==> config.mk <==
export PLATFORM = sky130hd
export DESIGN_NAME = gpio_wakeup_controller
export DESIGN_NICKNAME = d
export VERILOG_FILES = /design/src/rtl/wake_pkg.sv /design/src/rtl/line_sync.sv /design/src/rtl/gpio_wakeup_controller.sv
export SDC_FILE = /design/constraint.sdc
export NUM_CORES = 1
export LEC_CHECK = 0
export ABC_AREA = 0
export BUFFER_PORTS_ARGS = -buffer_cell sky130_fd_sc_hd__buf_4
export CAP_MARGIN = 15
export CORE_UTILIZATION = 38
export DETAILED_ROUTE_END_ITERATION = 8
export HOLD_SLACK_MARGIN = 0.02
export SETUP_SLACK_MARGIN = 0.05
export SLEW_MARGIN = 20
export SYNTH_ARGS = -nofsm -noshare
export SYNTH_HDL_FRONTEND = slang
export SYNTH_SLANG_ARGS = --single-unit
==> constraint.sdc <==
create_clock -name clock_i -period 2.1 [get_ports clock_i]
set_input_delay 0.105 -clock clock_i [delete_from_list [all_inputs] [get_ports clock_i]]
set_output_delay 0.105 -clock clock_i [all_outputs]
set_load 0.02 [all_outputs]
==> src/rtl/wake_pkg.sv <==
// package: constants and types for the gpio wake-up controller
package wake_pkg;
   localparam int          LINE_COUNT     = 37;
   localparam int          DEB_WIDTH      = 6;
   localparam int          SYNC_STAGES    = 3;
   localparam int          CLK_HZ         = 25000000;
   localparam int          MS_PER_TICK    = 1;
   localparam int          MS_CYCLES      = (CLK_HZ / 1000) * MS_PER_TICK;
   localparam int          MS_CNT_WIDTH   = 15;
   localparam logic [14:0] MS_CNT_LAST    = 15'(MS_CYCLES - 1);
   localparam logic [5:0]  DEB_RESET_VAL  = 6'h00;
   localparam logic [36:0] LINES_RESET    = 37'h0;

   typedef enum logic [2:0] {
      DEB_IDLE  = 3'b001,
      DEB_COUNT = 3'b010,
      DEB_FIRE  = 3'b100
   } deb_state_type;

   typedef struct packed {
      logic        irq_allow;
      logic        clockless;
      logic [5:0]  debounce_reload;
   } wake_control_type;
endpackage

==> src/rtl/line_sync.sv <==
// per-line synchroniser with stability filter on the sleep clock
`timescale 1ns/10ps
module line_sync
   import wake_pkg::*;
(
   input  wire logic                  clock_i,
   input  wire logic                  nrst_i,
   input  wire logic [LINE_COUNT-1:0] lines_i,
   output logic      [LINE_COUNT-1:0] stable_o
);
   logic [LINE_COUNT-1:0] meta_r;
   logic [LINE_COUNT-1:0] sync_r;
   logic [LINE_COUNT-1:0] hist1_r;
   logic [LINE_COUNT-1:0] hist2_r;

   always_ff @(posedge clock_i) begin
      if (!nrst_i) begin
         meta_r <= LINES_RESET;
         sync_r <= LINES_RESET;
      end else begin
         meta_r <= lines_i;
         sync_r <= meta_r;
      end
   end

   // stable output changes only after 3 equal samples
   genvar g;
   generate
      for (g = 0; g < LINE_COUNT; g++) begin : gen_line
         always_ff @(posedge clock_i) begin
            if (!nrst_i) begin
               hist1_r[g]  <= 1'b0;
               hist2_r[g]  <= 1'b0;
               stable_o[g] <= 1'b0;
            end else begin
               hist1_r[g] <= sync_r[g];
               hist2_r[g] <= hist1_r[g];
               if (sync_r[g] == hist1_r[g] && hist1_r[g] == hist2_r[g]) begin
                  stable_o[g] <= hist2_r[g];
               end
            end
         end
      end
   endgenerate
endmodule

==> src/rtl/gpio_wakeup_controller.sv <==
// gpio wake-up controller: debounce path, edge latches and wake interrupt
//
// How it works
// - wakes from clocked and clockless sleep
// - clockless: any active debounce- or edge-selected line restarts clock
// - clocked: synchronised, stable three sleep clocks
// - all 37 lines can be monitored
// - per-line polarity xor selects active level
// - debounce-selected lines, time 0 to 63 ms
// - counter reloads, ticks per ms, fires at zero
// - edge-selected lines latch active edges
// - or of latched edges raises interrupt
// - allow bit and edge select mask interrupt
// - acknowledge write clears pending interrupt only when no selected edge latch or debounce fire remains
// - latch clear writes clear edge bits
// - no edge capture without running clock
// - interrupt goes to wake-up interrupt collector
`timescale 1ns/10ps
module gpio_wakeup_controller
   import wake_pkg::*;
(
   input  wire logic                  clock_i,
   input  wire logic                  nrst_i,
   input  wire logic [LINE_COUNT-1:0] gpio_lines_i,
   input  wire logic [LINE_COUNT-1:0] line_polarity_regs_i,
   input  wire logic [LINE_COUNT-1:0] debounce_select_regs_i,
   input  wire logic [LINE_COUNT-1:0] edge_select_regs_i,
   input  wire wake_control_type      wake_control_i,
   input  wire logic                  interrupt_acknowledge_i,
   input  wire logic [LINE_COUNT-1:0] latch_clear_regs_i,
   output logic [LINE_COUNT-1:0]      edge_latch_status_o,
   output logic                       wake_line_irq_o,
   output logic                       clock_restart_o
);
   // ----------------------------------------------------------------
   // input conditioning
   // ----------------------------------------------------------------
   logic [LINE_COUNT-1:0] stable_lines;
   logic [LINE_COUNT-1:0] active_lines;
   logic [LINE_COUNT-1:0] active_prev_r;
   logic [LINE_COUNT-1:0] rise_lines;
   logic [LINE_COUNT-1:0] raw_active;

   line_sync u_sync (
      .clock_i  (clock_i),
      .nrst_i   (nrst_i),
      .lines_i  (gpio_lines_i),
      .stable_o (stable_lines)
   );

   assign active_lines = stable_lines ^ line_polarity_regs_i;
   assign raw_active   = gpio_lines_i ^ line_polarity_regs_i;
   assign rise_lines   = active_lines & ~active_prev_r;

   always_ff @(posedge clock_i) begin
      if (!nrst_i) begin
         // follow the live level so that an inverted idle line gives no false edge after reset
         active_prev_r <= active_lines;
      end else begin
         active_prev_r <= active_lines;
      end
   end

   // ----------------------------------------------------------------
   // clockless restart request
   // ----------------------------------------------------------------
   always_ff @(posedge clock_i) begin
      if (!nrst_i) begin
         clock_restart_o <= 1'b0;
      end else begin
         clock_restart_o <= wake_control_i.clockless &&
                            |(raw_active & (debounce_select_regs_i | edge_select_regs_i));
      end
   end

   // ----------------------------------------------------------------
   // millisecond tick
   // ----------------------------------------------------------------
   logic [MS_CNT_WIDTH-1:0] ms_cnt_r;
   logic                    ms_tick_r;

   always_ff @(posedge clock_i) begin
      if (!nrst_i) begin
         ms_cnt_r  <= '0;
         ms_tick_r <= 1'b0;
      end else if (ms_cnt_r == MS_CNT_LAST) begin
         ms_cnt_r  <= '0;
         ms_tick_r <= 1'b1;
      end else begin
         ms_cnt_r  <= ms_cnt_r + 15'h0001;
         ms_tick_r <= 1'b0;
      end
   end

   // ----------------------------------------------------------------
   // debounce path
   // ----------------------------------------------------------------
   deb_state_type         deb_state_r;
   logic [DEB_WIDTH-1:0]  deb_cnt_r;
   logic                  deb_any;
   logic                  deb_fire;

   assign deb_any  = |(active_lines & debounce_select_regs_i);
   assign deb_fire = (deb_state_r == DEB_FIRE);

   always_ff @(posedge clock_i) begin
      if (!nrst_i) begin
         deb_state_r <= DEB_IDLE;
         deb_cnt_r   <= DEB_RESET_VAL;
      end else begin
         unique case (deb_state_r)
            DEB_IDLE: begin
               deb_cnt_r <= wake_control_i.debounce_reload;
               if (deb_any) begin
                  deb_state_r <= DEB_COUNT;
               end
            end
            DEB_COUNT: begin
               if (!deb_any) begin
                  deb_state_r <= DEB_IDLE;
               end else if (deb_cnt_r == 6'h00) begin
                  deb_state_r <= DEB_FIRE;
               end else if (ms_tick_r) begin
                  deb_cnt_r <= deb_cnt_r - 6'h01;
               end
            end
            DEB_FIRE: begin
               if (!deb_any) begin
                  deb_state_r <= DEB_IDLE;
               end
            end
            default: begin
               deb_state_r <= DEB_IDLE;
            end
         endcase
      end
   end

   // ----------------------------------------------------------------
   // edge latches
   // ----------------------------------------------------------------
   logic [LINE_COUNT-1:0] edge_set;

   assign edge_set = rise_lines & edge_select_regs_i
                     & {LINE_COUNT{~wake_control_i.clockless}};

   always_ff @(posedge clock_i) begin
      if (!nrst_i) begin
         edge_latch_status_o <= LINES_RESET;
      end else begin
         edge_latch_status_o <= (edge_latch_status_o & ~latch_clear_regs_i)
                                | edge_set;
      end
   end

   // ----------------------------------------------------------------
   // wake interrupt
   // ----------------------------------------------------------------
   logic irq_pend_r;
   logic irq_cause;

   assign irq_cause = deb_fire
                      || |(edge_latch_status_o & edge_select_regs_i);

   always_ff @(posedge clock_i) begin
      if (!nrst_i) begin
         irq_pend_r <= 1'b0;
      end else if (irq_cause) begin
         irq_pend_r <= 1'b1;
      end else if (interrupt_acknowledge_i) begin
         irq_pend_r <= 1'b0;
      end
   end

   always_ff @(posedge clock_i) begin
      if (!nrst_i) begin
         wake_line_irq_o <= 1'b0;
      end else begin
         wake_line_irq_o <= (irq_pend_r || irq_cause)
                            && wake_control_i.irq_allow;
      end
   end

   // ----------------------------------------------------------------
   // checks
   // ----------------------------------------------------------------
   irq_masked_a: assert property (@(posedge clock_i) disable iff (!nrst_i)
      !$past(wake_control_i.irq_allow) |-> !wake_line_irq_o)
      else $error("interrupt seen while not allowed");

   edge_sets_irq_a: assert property (@(posedge clock_i) disable iff (!nrst_i)
      (|(edge_latch_status_o & edge_select_regs_i) && wake_control_i.irq_allow)
      |=> wake_line_irq_o)
      else $error("latched edge did not raise interrupt");

   edge_latch_a: assert property (@(posedge clock_i) disable iff (!nrst_i)
      (|edge_set) |=> ((edge_latch_status_o & $past(edge_set)) == $past(edge_set)))
      else $error("active edge not latched");

   latch_hold_a: assert property (@(posedge clock_i) disable iff (!nrst_i)
      (latch_clear_regs_i == '0) |=>
      ((edge_latch_status_o & $past(edge_latch_status_o)) == $past(edge_latch_status_o)))
      else $error("edge bit dropped without clear");

   latch_clear_a: assert property (@(posedge clock_i) disable iff (!nrst_i)
      (edge_set == '0 && latch_clear_regs_i != '0) |=>
      ((edge_latch_status_o & $past(latch_clear_regs_i)) == '0))
      else $error("latch clear ignored");

   no_edge_clockless_a: assert property (@(posedge clock_i) disable iff (!nrst_i)
      wake_control_i.clockless |=>
      ((edge_latch_status_o & ~$past(edge_latch_status_o)) == '0))
      else $error("edge captured in clockless mode");

   ack_clears_a: assert property (@(posedge clock_i) disable iff (!nrst_i)
      (interrupt_acknowledge_i && !irq_cause) |=> !irq_pend_r)
      else $error("acknowledge did not clear interrupt");

   deb_abort_a: assert property (@(posedge clock_i) disable iff (!nrst_i)
      (deb_state_r == DEB_COUNT && !deb_any) |=> deb_state_r == DEB_IDLE)
      else $error("debounce not aborted on line drop");

   deb_expire_a: assert property (@(posedge clock_i) disable iff (!nrst_i)
      (deb_state_r == DEB_COUNT && deb_any && deb_cnt_r == 6'h00) |=> deb_fire)
      else $error("debounce expiry did not fire");

   restart_a: assert property (@(posedge clock_i) disable iff (!nrst_i)
      (wake_control_i.clockless && |(raw_active & edge_select_regs_i)) |=> clock_restart_o)
      else $error("clock restart missing");
endmodule

==> impl_metrics.ini <==
[sta]
slew_violations = 0
skew_ns = 0.01409
setup_viol = 0
finalCriticalPeriod_ns = 2.094
hold_viol_final = 0
finalSetupTns_ns = 0
maxSlewHeadroom = 0.5953
finalCritPeriodShare = 0.9971
max_clock_freq_ghz = 0.4776
worstMarginPinSlew_ns = 0.6006
rsz0062_at_grt = true
worst_slack_ns = 0.006013

[clocking]
cts.sinks = 287
insertion_delay_ns = 0.55
cts_max_path_buffers = 3
cts_tree = done
clk_pin_slew_ns = 0.06
cts_buffers = 30
htree_levels = 1
cts_root_buf = clkbuf_16

[final_layout]
area_growth_pct = 48.90
fin_nets = 1696
finalInstanceArea_um2 = 15700
drive_gt1_frac = 0.2330
antennaDiodeCount = 0

[grt]
grt_max_degree = 66
grt_pass1_vias = 9079
grt_pass1_wl_um = 49640
track_usage = 0.2277
overflow = 0
antenna_found_initial = 1

[critical_path]
critPathCaptureType = register
worstSetupStartpointType = register
crit_path_max_fanout = 6
critical_path_arrival_ns = 2.57
path_class = register to register
r2r_cells = 6
cp.required_ns = 2.57

[yosys]
synth_top_area_cell = dfxtp_1
ys_top_cells_by_area = dfxtp_1 55%, and2_1 8.8%, xor2_1 7.1%
synth_cell_types = 43
ys.flop_type = dfxtp_1
synth_edf_count = 0
synthArstFlopShare = 0
syn_inst = 1060
synth_common_cells = 287 x dfxtp_1, 149 x and2_1, 85 x xor2_1
syn-cell-area_um2 = 10540
yosysMostFrequentCell = dfxtp_1
synthesis.nets = 1259
synth-seq-cells = 287
yosysTopAreaCellShare = 0.5450
synth.avg_cell_area_um2 = 9.945
synth_warnings = 0
seq_area_frac_synth = 0.5450

[placement]
place.detailed.hpwl_um = 24030
place_congestion = 0.8355
place_area_um2 = 12950
io_buffers = 234
dp_slack_ns = -0.1420

[worst_hold_path]
hp-class = input port to register
hold-path-cell-count = 4

[drt]
vias = 9115
remaining_drc_errors = 0
drt_iter0_drc = 461
avgRoutedWirePerCell_um = 17.38
via_per_inst = 4.820
wirelength_um = 32870
drtPass1Iterations = 5
antenna_left = 0

[floorplan]
chipHeight_um = 168.6
die_x_um = 168.6
core_um2 = 27100
io_pins = 235
rows = 60
start_util = 0.3890
dieArea_um2 = 28410

[pwr]
p_leak_nw = 6.907
powerDensity_nw_per_um2 = 801.2
power_mw = 12.58
vdd_drop_max_v = 0.0007083

[run_status]
status = completed

[run]
drv_cap = 0
[stage by stage]
| step | utilization | hold WS, ns | instances |
|---|---|---|---|
| 2_1_floorplan | - | 0.2280 | 1060 |
| 3_3_place_gp | 0.4777 | 0.3308 | 1670 |
| 3_5_place_dp | 0.4777 | 0.3353 | 1670 |
| 4_1_cts | 0.5783 | 0.02962 | 1889 |
| 5_1_grt | 0.5792 | 0.07648 | 1891 |
| 6_report | 0.5792 | 0.04047 | 1891 |
[per-layer routing]
layer  vias to the layer above  global-route usage  routed length (um)
met5                         -                   0                   9
met4                         2             0.09486                1376
met3                        70             0.04279                1562
met2                       253              0.3747               14940
met1                      4304              0.2932               14980
li1                       4486                   -                   -
[repair_timing]
action                                  4_1_cts  5_1_grt
pin swaps                                    17        0
hold buffers                                159        0
buffers inserted                              6        2
endpoints found under the setup margin        6        8
hold endpoints to repair                    125        0
gates resized for setup                      19        2
[critical path, cell delays in order, from the launching register on]
cell     delay [ns]
dfxtp_2        0.34
xor2_2         0.16
a22oi_2        0.19
nand4_1        0.25
or4_4          0.56
o21ai_4        0.28
mux2i_1        0.23
[flip-flops by register name (all words and copies together), names as in the netlist]
name	count
active_prev_r	37
edge_latch_status_o	37
u_sync.hist1_r	37
u_sync.hist2_r	37
u_sync.meta_r	37
u_sync.stable_o	37
u_sync.sync_r	37
ms_cnt_r	15
deb_cnt_r	6
deb_state_r	3
clock_restart_o	1
irq_pend_r	1
ms_tick_r	1
wake_line_irq_o	1
[kinds of logic (layout without fill, tap and decap cells)]
| logic type | Yosys count | after routing | share of synthesized area |
|---|---|---|---|
| xor gates and xnor gates | 90 | 90 | 0.07478 |
| DFF | 287 | 287 | 0.5450 |
| muxes | 5 | 5 | 0.004748 |
| adders and majority gates | 3 | 3 | 0.003561 |
| AOI/OAI and AO/OA | 241 | 241 | 0.1592 |
| buffers and inverters | 75 | 534 | 0.02671 |
| and+or+nand+nor | 359 | 359 | 0.1860 |
[final timing paths]
path	slack [ns]	start	end
max	0.006	u_sync.stable_o[30]$_SDFFE_PN0P_	deb_cnt_r[4]$_SDFFE_PN0P_
min	0.04	edge_select_regs_i[2]	irq_pend_r$_SDFFE_PN0P_
min reg2reg	0.43	u_sync.meta_r[36]$_SDFF_PN0_	u_sync.sync_r[36]$_SDFF_PN0_
max reg2reg	0.006	u_sync.stable_o[30]$_SDFFE_PN0P_	deb_cnt_r[4]$_SDFFE_PN0P_
[layout by cell type (no fill, tap or decap), types with 4 or more instances in the layout]
master / instances
nor4_1: 5
a21boi_0: 37
nand3_1: 13
clkbuf_1: 6
a32oi_1: 37
o211ai_1: 4
xor2_1: 79
a21o_1: 36
dfxtp_2: 8
and2_1: 149
clkbuf_16: 31
dlygate4sd3_1: 159
a21oi_1: 5
buf_4: 278
nand4_1: 14
a22oi_2: 4
nor3_1: 4
xnor2_1: 5
clkbuf_8: 8
xor2_2: 6
nor2_1: 57
nand2_1: 57
o21ai_0: 78
dfxtp_1: 279
clkinv_2: 7
mux2i_1: 5
inv_1: 41
nand2b_1: 5
and3_1: 4
nor2b_1: 40
a22oi_1: 23
[layout make-up]
class | count | area, um^2
clock buffers | 45 | 908.4
fillers | 2363 | 11400
multi-input cells | 698 | 4599
flip-flops and latches | 287 | 5756
inverters | 41 | 153.9
clock inverters | 9 | 95.09
repair buffers | 439 | 3719
well taps | 372 | 465.4
[report_power, final]
part	total, mW	internal [mW]	switching, mW
combinational	1.47	0.793	0.678
clock	5.34	3.21	2.14
sequential	5.76	5.64	0.120
total	12.6	9.64	2.94
(Power assumes the default switching activity.)
